**config.mk**
```make
export PLATFORM = sky130hd
export DESIGN_NAME = rgm_irq_gpo_mux
export DESIGN_NICKNAME = d
export VERILOG_FILES = /design/src/rtl/rgm_pkg.sv /design/src/rtl/rgm_irq_gpo_mux.sv
export SDC_FILE = /design/constraint.sdc
export NUM_CORES = 1
export LEC_CHECK = 0
export BUFFER_PORTS_ARGS = -buffer_cell sky130_fd_sc_hd__buf_2
export CAP_MARGIN = 30
export CORE_MARGIN = 4
export CORE_UTILIZATION = 30
export DETAILED_ROUTE_END_ITERATION = 6
export SYNTH_ARGS = -nofsm -noshare
export SYNTH_HDL_FRONTEND = slang
export SYNTH_SLANG_ARGS = --single-unit
```
**constraint.sdc**
```tcl
create_clock -name clk_sys -period 4 [get_ports clk_sys]
set_input_delay 0.2 -clock clk_sys [delete_from_list [all_inputs] [get_ports clk_sys]]
set_output_delay 0.2 -clock clk_sys [all_outputs]
set_load 0.1 [all_outputs]
```
**src/rtl/rgm_pkg.sv**
```systemverilog
// constants, types and register map of the irq trigger and output mux bank
package rgm_pkg;
   // register indices; the byte address is four times the index
   localparam logic [7:0] IDX_TRIG_B = 8'h19;
   localparam logic [7:0] IDX_TRIG_C = 8'h1a;
   localparam logic [7:0] IDX_PIN_ONE = 8'h1b;
   localparam logic [7:0] IDX_PIN_TWO = 8'h1c;
   localparam int ADDR_W = 12;
   localparam logic [11:0] ADDR_TRIG_B = {2'h0, IDX_TRIG_B, 2'h0};
   localparam logic [11:0] ADDR_TRIG_C = {2'h0, IDX_TRIG_C, 2'h0};
   localparam logic [11:0] ADDR_PIN_ONE = {2'h0, IDX_PIN_ONE, 2'h0};
   localparam logic [11:0] ADDR_PIN_TWO = {2'h0, IDX_PIN_TWO, 2'h0};
   // error sources; source i uses trigger bits [2i+1:2i] of {trigC, trigB}
   localparam int SRC_BIPHASE = 0;
   localparam int SRC_VALIDITY = 1;
   localparam int SRC_PARITY = 2;
   localparam int SRC_CS_CRC = 3;
   localparam int SRC_SLIP = 4;
   localparam int NUM_SRC = 5;
   localparam int NUM_PIN = 2;
   // field positions
   localparam int BIPHASE_LSB = 0;
   localparam int VALIDITY_LSB = 2;
   localparam int PARITY_LSB = 4;
   localparam int CS_CRC_LSB = 6;
   localparam int SLIP_LSB = 0;
   localparam int SEL_LSB = 0;
   // reset values
   localparam logic [7:0] RST_TRIG_B = 8'h00;
   localparam logic [1:0] RST_TRIG_C = 2'h0;
   localparam logic [3:0] RST_SEL = 4'h0;
   // trigger mode encoding
   localparam logic [1:0] MODE_RISE = 2'h0;
   localparam logic [1:0] MODE_FALL = 2'h1;
   localparam logic [1:0] MODE_LEVEL = 2'h2;
   localparam logic [1:0] MODE_RSVD = 2'h3;
   // output selector encoding
   localparam logic [3:0] SEL_LOW = 4'h0;
   localparam logic [3:0] SEL_HIGH = 4'h1;
   localparam logic [3:0] SEL_RSVD = 4'h2;
   localparam logic [3:0] SEL_TX_IRQ = 4'h3;
   localparam logic [3:0] SEL_RX_IRQ = 4'h4;
   localparam logic [3:0] SEL_PREEMPH = 4'h5;
   localparam logic [3:0] SEL_NON_AUDIO = 4'h6;
   localparam logic [3:0] SEL_NON_VALID = 4'h7;
   localparam logic [3:0] SEL_CS_BIT = 4'h8;
   localparam logic [3:0] SEL_USER_BIT = 4'h9;
   localparam logic [3:0] SEL_BLOCK_CLK = 4'ha;
   localparam logic [3:0] SEL_COPY_BIT = 4'hb;
   localparam logic [3:0] SEL_GEN_BIT = 4'hc;
   localparam logic [3:0] SEL_PARITY = 4'hd;
   localparam logic [3:0] SEL_RX_SYNC = 4'he;
   localparam logic [3:0] SEL_TX_SYNC = 4'hf;
   typedef enum logic [0:0] {PH_IDLE, PH_ACK} rgm_phase_e;
   typedef struct packed {
      logic [7:0] trigB;
      logic [1:0] trigC;
      logic [3:0] selOne;
      logic [3:0] selTwo;
      logic [4:0] prevFlag;
      logic [4:0] irqReq;
      logic pinOne;
      logic pinTwo;
      logic [31:0] rdData;
      logic ack;
      logic slvErr;
      rgm_phase_e phase;
   } rgm_state_s;
endpackage
```
**src/rtl/rgm_irq_gpo_mux.sv**
```systemverilog
// receiver irq trigger modes and general-purpose output mux, apb register bank
//
// How it works
// - two-bit trigger mode for channel status crc
// - two-bit trigger mode for parity error
// - two-bit trigger mode for validity error
// - two-bit trigger mode for biphase error
// - 00 rise default, 01 fall, 10 level
// - slip mode in low bits, rest zero
// - first pin selector low nibble, rest zero
// - 0000 low default, 0001 high, 0010 reserved
// - 0011 tx irq low, 0100 rx irq low
// - 0101 pin low on pre-emphasis
// - 0110 non-audio high, 0111 non-valid high
// - channel status, user data, block clock
// - 1011 copy bit passed through
// - 1100 generation bit passed through
// - parity error, rx sync, tx sync clocks
// - second pin selector low nibble, rest zero
// - second pin shares table, low default
//
// Local design decision: the APB slave port.
`timescale 1ns/1ps
module rgm_irq_gpo_mux
(
   input wire logic clk_sys,
   input wire logic arst_n,
   input wire logic clkEn,
   input wire logic psel,
   input wire logic penable,
   input wire logic pwrite,
   input wire logic [11:0] paddr,
   input wire logic [31:0] pwdata,
   output logic [31:0] prdata,
   output logic pready,
   output logic pslverr,
   input wire logic [4:0] errFlag,
   input wire logic txIrq,
   input wire logic rxIrq,
   input wire logic rxPreEmph,
   input wire logic rxNonAudio,
   input wire logic rxNonValid,
   input wire logic rxCsBit,
   input wire logic rxUserBit,
   input wire logic rxBlockClk,
   input wire logic rxCopyBit,
   input wire logic rxGenBit,
   input wire logic rxSyncClk,
   input wire logic txSyncClk,
   output logic [4:0] irqReq,
   output logic general_out_pin_one,
   output logic general_out_pin_two
);

   rgm_pkg::rgm_state_s st;
   rgm_pkg::rgm_state_s next_st;
   logic [9:0] trigAll;
   logic [4:0] irqNext;
   logic [3:0] selArr [rgm_pkg::NUM_PIN];
   logic [1:0] pinNext;
   logic acc;
   logic wrDone;
   logic mapped;

   ////////////////////////////////////////////////////////////////////////
   // output selection, one table shared by both pins

   function automatic logic pickSource(input logic [3:0] sel);
      logic v;
      v = 1'b0;
      case (sel)
         rgm_pkg::SEL_LOW: v = 1'b0;
         rgm_pkg::SEL_HIGH: v = 1'b1;
         rgm_pkg::SEL_RSVD: v = 1'b0;
         rgm_pkg::SEL_TX_IRQ: v = ~txIrq;
         rgm_pkg::SEL_RX_IRQ: v = ~rxIrq;
         rgm_pkg::SEL_PREEMPH: v = ~rxPreEmph;
         rgm_pkg::SEL_NON_AUDIO: v = rxNonAudio;
         rgm_pkg::SEL_NON_VALID: v = rxNonValid;
         rgm_pkg::SEL_CS_BIT: v = rxCsBit;
         rgm_pkg::SEL_USER_BIT: v = rxUserBit;
         rgm_pkg::SEL_BLOCK_CLK: v = rxBlockClk;
         rgm_pkg::SEL_COPY_BIT: v = rxCopyBit;
         rgm_pkg::SEL_GEN_BIT: v = rxGenBit;
         rgm_pkg::SEL_PARITY: v = errFlag[rgm_pkg::SRC_PARITY];
         rgm_pkg::SEL_RX_SYNC: v = rxSyncClk;
         rgm_pkg::SEL_TX_SYNC: v = txSyncClk;
         default: v = 1'b0;
      endcase
      return v;
   endfunction

   assign selArr[0] = st.selOne;
   assign selArr[1] = st.selTwo;

   // each pin goes through one flop, so sync clocks lag by one cycle
   generate
      for (genvar p = 0; p < rgm_pkg::NUM_PIN; p++)
      begin : g_pin
         // always_comb also wakes on the sources that the function reads,
         // which a continuous assign with only the selector would miss
         always_comb
         begin
            pinNext[p] = pickSource(selArr[p]);
         end
      end
   endgenerate

   ////////////////////////////////////////////////////////////////////////
   // trigger decode per error source

   assign trigAll = {st.trigC, st.trigB};

   // flags come from receiver logic on this clock, so no synchroniser;
   // a reserved mode raises nothing rather than guessing a meaning
   generate
      for (genvar i = 0; i < rgm_pkg::NUM_SRC; i++)
      begin : g_src
         always_comb
         begin
            case (trigAll[2*i +: 2])
               rgm_pkg::MODE_RISE: irqNext[i] = errFlag[i] & ~st.prevFlag[i];
               rgm_pkg::MODE_FALL: irqNext[i] = ~errFlag[i] & st.prevFlag[i];
               rgm_pkg::MODE_LEVEL: irqNext[i] = errFlag[i];
               default: irqNext[i] = 1'b0;
            endcase
         end
      end
   endgenerate

   ////////////////////////////////////////////////////////////////////////
   // apb decode: one wait state, the access completes on the ack edge

   assign acc = psel & penable;
   assign wrDone = acc & st.ack & pwrite;
   assign mapped = (paddr == rgm_pkg::ADDR_TRIG_B) || (paddr == rgm_pkg::ADDR_TRIG_C)
      || (paddr == rgm_pkg::ADDR_PIN_ONE) || (paddr == rgm_pkg::ADDR_PIN_TWO);

   // next state of the whole bank
   always_comb
   begin
      next_st = st;
      next_st.prevFlag = errFlag;
      next_st.irqReq = irqNext;
      next_st.pinOne = pinNext[0];
      next_st.pinTwo = pinNext[1];
      case (st.phase)
         rgm_pkg::PH_IDLE:
         begin
            next_st.ack = 1'b0;
            next_st.slvErr = 1'b0;
            if (acc)
            begin
               next_st.phase = rgm_pkg::PH_ACK;
               next_st.ack = 1'b1;
               next_st.slvErr = ~mapped;
               next_st.rdData = 32'h0000_0000;
               if (!pwrite)
               begin
                  // unused bits above each field read as zero
                  case (paddr)
                     rgm_pkg::ADDR_TRIG_B: next_st.rdData = {24'h000000, st.trigB};
                     rgm_pkg::ADDR_TRIG_C: next_st.rdData = {30'h0, st.trigC};
                     rgm_pkg::ADDR_PIN_ONE: next_st.rdData = {28'h0, st.selOne};
                     rgm_pkg::ADDR_PIN_TWO: next_st.rdData = {28'h0, st.selTwo};
                     default: next_st.rdData = 32'h0000_0000;
                  endcase
               end
            end
         end
         rgm_pkg::PH_ACK:
         begin
            next_st.phase = rgm_pkg::PH_IDLE;
            next_st.ack = 1'b0;
            next_st.slvErr = 1'b0;
         end
         default:
         begin
            next_st.phase = rgm_pkg::PH_IDLE;
            next_st.ack = 1'b0;
         end
      endcase
      // writes land on the edge that samples pready high
      if (wrDone)
      begin
         case (paddr)
            rgm_pkg::ADDR_TRIG_B: next_st.trigB = pwdata[7:0];
            rgm_pkg::ADDR_TRIG_C: next_st.trigC = pwdata[1:0];
            rgm_pkg::ADDR_PIN_ONE: next_st.selOne = pwdata[3:0];
            rgm_pkg::ADDR_PIN_TWO: next_st.selTwo = pwdata[3:0];
            default: next_st.trigB = st.trigB;
         endcase
      end
   end

   ////////////////////////////////////////////////////////////////////////
   // state register; clkEn low freezes everything, bus included

   always_ff @(posedge clk_sys or negedge arst_n)
   begin
      if (!arst_n)
      begin
         st.trigB <= rgm_pkg::RST_TRIG_B;
         st.trigC <= rgm_pkg::RST_TRIG_C;
         st.selOne <= rgm_pkg::RST_SEL;
         st.selTwo <= rgm_pkg::RST_SEL;
         st.prevFlag <= 5'h00;
         st.irqReq <= 5'h00;
         st.pinOne <= 1'b0;
         st.pinTwo <= 1'b0;
         st.rdData <= 32'h0000_0000;
         st.ack <= 1'b0;
         st.slvErr <= 1'b0;
         st.phase <= rgm_pkg::PH_IDLE;
      end
      else if (clkEn)
      begin
         st <= next_st;
      end
   end

   assign prdata = st.rdData;
   assign pready = st.ack;
   assign pslverr = st.slvErr;
   assign irqReq = st.irqReq;
   assign general_out_pin_one = st.pinOne;
   assign general_out_pin_two = st.pinTwo;
endmodule // rgm_irq_gpo_mux

```
==> flow_metrics.env, run 1 <==
export IMPL_htree_levels=2
export IMPL_r2r_end="st[60]"
export IMPL_setup_viol=0
export IMPL_setup_worst_path_end="st[60]"
export IMPL_clockBufferDepth=2
export IMPL_clockRootBuffer="clkbuf_8"
export IMPL_area_delta_synth_final_pct=12.06
export IMPL_dr_pass1_iters=4
export IMPL_required_ps=4180
export IMPL_cts_tree="yes"
export IMPL_grtUsageMet2_pct=18.06
export IMPL_async_flop_share_pct=100.0
export IMPL_synthFlopType="dfrtp_1"
export IMPL_crit_family="simple AND/OR/NAND/NOR gates"
export IMPL_post_cts_resized=0
export IMPL_core_um2=7408
export IMPL_syn_area_um2=2345
export IMPL_r2r_start="pready"
export IMPL_synthTopCellsByArea="dfrtp_1 43%, buf_4 12%, mux2_2 11%"
export IMPL_leakage_nw=1.260
export IMPL_die_area_um2=9294
export IMPL_power_density_nw_per_um2=360.4
export IMPL_drv_cap=0
export IMPL_die_w_um=96.41
export IMPL_swShare_pct=36.91
export IMPL_num_rows=31
export IMPL_diodes=0
export IMPL_layout_drive_gt1_share_pct=37.36
export IMPL_crit_path_start="pready"
export IMPL_min_period_over_period_pct=46.57
export IMPL_finalWorstPathRequiredPeriod_ps=1863
export IMPL_ir_worst_vdd_mv=0.1114
export IMPL_critical_path_arrival_ps=2040
export IMPL_ff2ff_setup_slack_ps=2140
export IMPL_antenna_found_initial=0
export IMPL_drc=0
export IMPL_synth_edff_count=0
export IMPL_critPathKind="reg2reg"
export IMPL_fin_skew_ps=2.867
export IMPL_die_y_um=96.41
export IMPL_synth_distinct_cells=43
export IMPL_cts_buffers=5
export IMPL_yosysTopAreaCellShare_pct=42.69
export IMPL_ys_ff_latch=40
export IMPL_post_cts_buffers=0
export IMPL_first_iter_violations=94
export IMPL_endpoint_kind="flip-flop"
export IMPL_seq_area_um2=1001
export IMPL_io_pins=108
export IMPL_synth_yosys_seq_area_share_pct=42.69
export IMPL_grt_pass1_wl_um=8148
export IMPL_wl_per_cell_um=14.21
export IMPL_clkTransAtPathRegs_ps=80
export IMPL_multi_input_area_um2=1087
export IMPL_p_int_mw=0.5975
export IMPL_track_usage_pct=11.66
export IMPL_timing_setup_tns_ps=0
export IMPL_yosysTopAreaCell="dfrtp_1"
export IMPL_top_usage_layer="met2"
export IMPL_cts_hold_buffers=0
export IMPL_fin_nets=331
export IMPL_p_comb_share_pct=25.6
export IMPL_start_util_pct=31.65
export IMPL_synthCells=220
export IMPL_p_sw_mw=0.3495
export IMPL_cts_sinks=40
export IMPL_insertion_delay_ps=290
export IMPL_startpoint_type="flip-flop"
export IMPL_routabilityCongestion=0.8357
export IMPL_grt_max_degree=41
export IMPL_hold_path_class="in2async"
export IMPL_crit_path_max_fanout=8
export IMPL_ant_nets=0
export IMPL_routed_via_density=4.596
export IMPL_io_buffers=59
export IMPL_via_count=1673
export IMPL_pwr_share_seq_pct=44.7
export IMPL_crit_chain="nor4bb_1 -> and4_4 -> and3b_1 -> mux2_2"
export IMPL_place_hpwl_um=4012
export IMPL_hold_violations=0
export IMPL_grt_pass1_vias=1639
export IMPL_clkPwrFrac_pct=29.8
export IMPL_totalWireLength_um=5172
export IMPL_synth_area_per_cell_um2=10.66
export IMPL_num_fill_cells=760
export IMPL_outcome="finished, final reports clean"
export IMPL_fmax_mhz=536.8
export IMPL_met3_usage_pct=4.957
export IMPL_cp_depth=4
export IMPL_met1_usage_pct=14.65
export IMPL_overflow=0
export IMPL_report_final_slew_viol_count=0
export IMPL_reg2reg_depth=4
export IMPL_path_buf_inv=0
export IMPL_rsz0062_at_grt="no"
export IMPL_timing_hold_ws_ps=27.54
export IMPL_worst_pin_slew_ps=891.6
export IMPL_slowest_delay_ps=430
export IMPL_yosysWarnings=0
export IMPL_crit_path_top_delay_cell="and3b_1"
export IMPL_relSlewSlack_pct=40.56
[worst register-to-register path, cell delays in order (launching register included)]
cell and delay, ps:
dfrtp_1 360, nor4bb_1 280, and4_4 290, and3b_1 430
mux2_2 380
[registers in the layout (all words and copies together) (netlist names)]
signal,count
selArr,8
prdata,8
general_out_pin_two,1
general_out_pin_one,1
pslverr,1
irqReq,5
pready,1
st,15
[worst min path at each step]
stage / end / depth (start not counted) / slack (ps) / start
floorplan: general_out_pin_one / 0 / -100 / arst_n
global placement: irqReq[3] / 1 / 370 / arst_n
detailed placement: irqReq[3] / 1 / 390 / arst_n
CTS: st[44] / 1 / 60 / arst_n
global route: irqReq[4] / 1 / 100 / arst_n
finish: irqReq[3] / 1 / 30 / arst_n
[per-layer routing]
layer	vias to the layer above	routed length (um)	share of wire (%)
li1	816	-	-
met1	790	2247	43
met2	61	2360	46
met3	6	502	9.7
met4	0	61	1.2
met5	-	0	0
[cells by family (layout without fill, tap and decap cells)]
group           Yosys count  after routing  synth area share [%]
mux                      30             30                 16.12
buf+inv                  51             73                 14.62
flops                    40             40                 42.69
other cells               1             24                0.1599
compound gates           38             38                 11.37
simple gates             60             60                 15.05
[cell usage in the layout (no fill, tap or decap), types with 2 or more instances in the layout]
cell type / instances
mux2_2: 22
a21oi_1: 6
nand2_1: 13
nand3_1: 3
clkinvlp_4: 2
nand3b_1: 6
clkbuf_8: 6
nor2b_1: 2
a2bb2oi_1: 2
o22a_1: 2
and3_1: 2
conb_1: 24
dfrtp_1: 40
inv_1: 6
nand2b_1: 6
mux4_2: 4
a22o_1: 4
a211oi_1: 3
o21ai_0: 7
a31oi_1: 4
mux2i_1: 4
a22oi_1: 4
nor4bb_1: 2
nor2_1: 15
buf_2: 59
a2111oi_0: 2
[per-stage QoR]
step	setup slack, ps	cell area, um2	power [mW]	utilization, %	instances
5_1_grt	1976	2628	0.9916	35.47	364
6_report	2137	2628	0.9470	35.47	364
2_1_floorplan	1739	2431	0.6503	-	243
3_5_place_dp	1884	2530	0.6750	34.15	356
4_1_cts	2108	2628	0.9607	35.47	364
3_3_place_gp	1917	2530	0.6727	34.15	356
[synthesized netlist by cell type, types with 2 or more instances]
master,instances
nor4bb_1,2
clkbuf_1,3
mux4_2,4
a2111oi_0,2
a22o_1,4
buf_4,37
nand2b_1,6
a211oi_1,3
nor2b_1,2
a31oi_1,4
mux2_2,22
dfrtp_1,40
o21ai_0,7
nand3_1,3
mux2i_1,4
o22a_1,2
and3_1,2
inv_1,6
a22oi_1,4
a21oi_1,6
buf_2,3
nand3b_1,6
nor2_1,15
a2bb2oi_1,2
nand2_1,13
[power by group through the flow]
stage	Combinational (mW)	Clock (mW)	Sequential (mW)
finish	0.242	0.282	0.423
global route	0.257	0.310	0.425
CTS	0.244	0.293	0.423
detailed placement	0.244	0	0.431
global placement	0.242	0	0.431
floorplan	0.203	0	0.448
[layout make-up]
class | instances | share of cell area [%]
well taps | 99 | 4.714
flip-flops and latches | 40 | 38.10
repair buffers | 59 | 11.24
multi-input cells | 152 | 41.38
inverters | 6 | 0.8571
clock buffers | 6 | 3.143
clock inverters | 2 | 0.5714
Power figures use the tool's default switching activity.
==> inputs of run 2 (changes only) <==
- clock period: 4 -> 1.6 ns (I/O delays scaled with it)
==> run 2 against run 1 <==
  * Sequential cell count unchanged
  * Register-to-register slack worse by 2200 ps
  * Non-clock buffer count up 16
  * Routed wire length up 3.4%
  * Design area up 9.1%
  * Setup slack worse by 2200 ps
  * First-iteration DRC count up 24%
  * Utilization up 3.2 points
  * Global-route usage up 0.13 points
  * Largest cell class unchanged
  * The flow now finishes with violations (setup timing)
==> flow_metrics.env, run 2 (same netlist as run 1, synthesis figures left out) <==
export IMPL_outcome="complete, but fails checks"
export IMPL_violations="setup timing"
export IMPL_r2r_end="selArr[3]"
export IMPL_wl_per_cell_um=14.07
export IMPL_ant_nets=0
export IMPL_drv_cap=0
export IMPL_met1_usage_pct=14.84
export IMPL_largest_register_ffs=15
export IMPL_startpoint_type="flip-flop"
export IMPL_reg2reg_depth=5
export IMPL_via_count=1758
export IMPL_die_w_um=96.41
export IMPL_ir_worst_vdd_mv=0.2988
export IMPL_place_ws_ps=-46.34
export IMPL_io_buffers=59
export IMPL_met3_usage_pct=4.028
export IMPL_hold_end="st[64]"
export IMPL_p_int_mw=1.673
export IMPL_grtUsageMet2_pct=19.49
export IMPL_first_iter_violations=117
export IMPL_routabilityCongestion=0.8096
export IMPL_overflow=0
export IMPL_fin_area_um2=2868
export IMPL_die_area_um2=9294
export IMPL_slowest_delay_ps=410
export IMPL_hold_violations=0
export IMPL_critPathKind="reg2reg"
export IMPL_p_sw_mw=0.8813
export IMPL_final_cells=380
export IMPL_post_route_worst_setup_slack_ps=-19.51
export IMPL_dr_pass1_iters=4
export IMPL_die_y_um=96.41
export IMPL_area_delta_synth_final_pct=22.31
export IMPL_placed_area_um2=2681
export IMPL_final_common_cell="buf_2"
export IMPL_diodes=0
export IMPL_setup_viol=12
export IMPL_relSlewSlack_pct=66.18
export IMPL_holdCritStartpoint="pwdata[7]"
export IMPL_cts_tree="yes"
export IMPL_dp_cells=370
export IMPL_fin_skew_ps=7.527
export IMPL_track_usage_pct=11.79
export IMPL_swShare_pct=34.50
export IMPL_core_um2=7408
export IMPL_finalPower_mw=2.554
export IMPL_worst_pin_slew_ps=507.4
export IMPL_num_rows=31
export IMPL_report_final_slew_viol_count=0
export IMPL_place_hpwl_um=4301
export IMPL_r2r_start="pready"
export IMPL_start_util_pct=31.65
export IMPL_critical_path_arrival_ps=1800
export IMPL_hold_path_class="in2reg"
export IMPL_regMostFlops="st"
export IMPL_clkTransAtPathRegs_ps=80
export IMPL_top_usage_layer="met2"
export IMPL_totalWireLength_um=5348
export IMPL_required_ps=1780
export IMPL_leakage_nw=1.390
export IMPL_grt_pass1_vias=1632
export IMPL_power_density_nw_per_um2=890.7
export IMPL_crit_path_top_delay_cell="dfrtp_4"
export IMPL_rsz0062_at_grt="yes"
export IMPL_pwr_share_seq_pct=41.5
export IMPL_layout_drive_gt1_share_pct=41.99
export IMPL_routed_via_density=4.626
export IMPL_crit_chain="nor4bb_4 -> and4_4 -> buf_6 -> nand3b_1 -> mux2_4"
export IMPL_fmax_mhz=617.5
export IMPL_antenna_found_initial=1
export IMPL_fin_nets=347
export IMPL_clockBufferDepth=2
export IMPL_ff2ff_setup_slack_ps=-20
export IMPL_finalWorstPathRequiredPeriod_ps=1620
export IMPL_layout_common_cells="59 x buf_2, 39 x dfrtp_1, 24 x conb_1"
export IMPL_grt_max_degree=22
export IMPL_timing_setup_tns_ps=-177.3
export IMPL_io_pins=108
export IMPL_endpoint_kind="flip-flop"
export IMPL_drc=0
export IMPL_holdPathStages=2
export IMPL_p_comb_share_pct=24.7
export IMPL_clkPwrFrac_pct=33.9
export IMPL_cts_buffers=5
export IMPL_htree_levels=2
export IMPL_grt_pass1_wl_um=8224
export IMPL_insertion_delay_ps=290
export IMPL_crit_path_max_fanout=4
export IMPL_clockRootBuffer="clkbuf_8"
export IMPL_min_period_over_period_pct=101.2
export IMPL_cts_sinks=40
[run 2: cell types whose count changed in the layout (fill, tap and decap cells not counted), sizes merged]
cell / delta
bufinv: +1
clkinv: +1
buf: +15
clkinvlp: -2
dlygate4sd3: +1
[run 2: layer usage]
layer | wire length [um] | share of wire [%] | up-vias
met4 | 46 | 0.86 | 2
met3 | 450 | 8.4 | 6
met2 | 2521 | 47 | 62
met1 | 2321 | 43 | 840
li1 | - | - | 848
met5 | 7 | 0.13 | -
[run 2: worst max path at each step]
| stage | cells after the start | slack (ps) | start | endpoint |
|---|---|---|---|---|
| 3_3_place_gp | 5 | -80 | pready | st[57] |
| 5_1_grt | 5 | -90 | pready | selArr[3] |
| 3_5_place_dp | 5 | -50 | pready | st[61] |
| 6_report | 5 | -20 | pready | selArr[3] |
| 2_1_floorplan | 5 | -220 | pready | st[57] |
| 4_1_cts | 5 | -20 | pready | st[61] |
[run 2: per-stage QoR]
| stage | utilization [%] | hold slack (ps) |
|---|---|---|
| final | 38.71 | 17.72 |
| after floorplan | - | -215.6 |
| after global routing | 38.71 | 8.179 |
| after detailed placement | 36.19 | 82.76 |
| after CTS | 38.51 | 10.77 |
| after global placement | 36.19 | 81.88 |
[run 2: cell type report]
class / instances / area [um2]
sequential: 40 / 1005
fill: 750 / 4541
clock buffer: 6 / 82.58
timing repair buffer: 75 / 441.7
multi-input combinational: 152 / 1154
inverter: 6 / 22.52
clock inverter: 2 / 38.79
tap: 99 / 123.9
[run 2: repair_timing]
| action | 4_1_cts | 5_1_grt |
|---|---|---|
| pin swaps | 1 | 0 |
| setup buffers | 1 | 0 |
| endpoints found under the setup margin | 12 | 22 |
| hold buffers | 1 | 0 |
| resized for setup | 8 | 4 |
| hold endpoints to repair | 19 | 0 |
[run 2: critical path: cells and delay by family, from the launching register on]
| family | cells | cell delay [ps] |
|---|---|---|
| simple gates | 3 | 640 |
| mux | 1 | 360 |
| buf+inv | 1 | 100 |
| flops | 1 | 410 |
[run 2: power by group through the flow]
| stage | Clock (mW) | Sequential [mW] | Combinational, mW |
|---|---|---|---|
| floorplan | 0 | 1.12 | 0.507 |
| global placement | 0 | 1.08 | 0.621 |
| detailed placement | 0 | 1.08 | 0.625 |
| CTS | 0.890 | 1.06 | 0.632 |
| global route | 0.935 | 1.07 | 0.664 |
| finish | 0.865 | 1.06 | 0.630 |
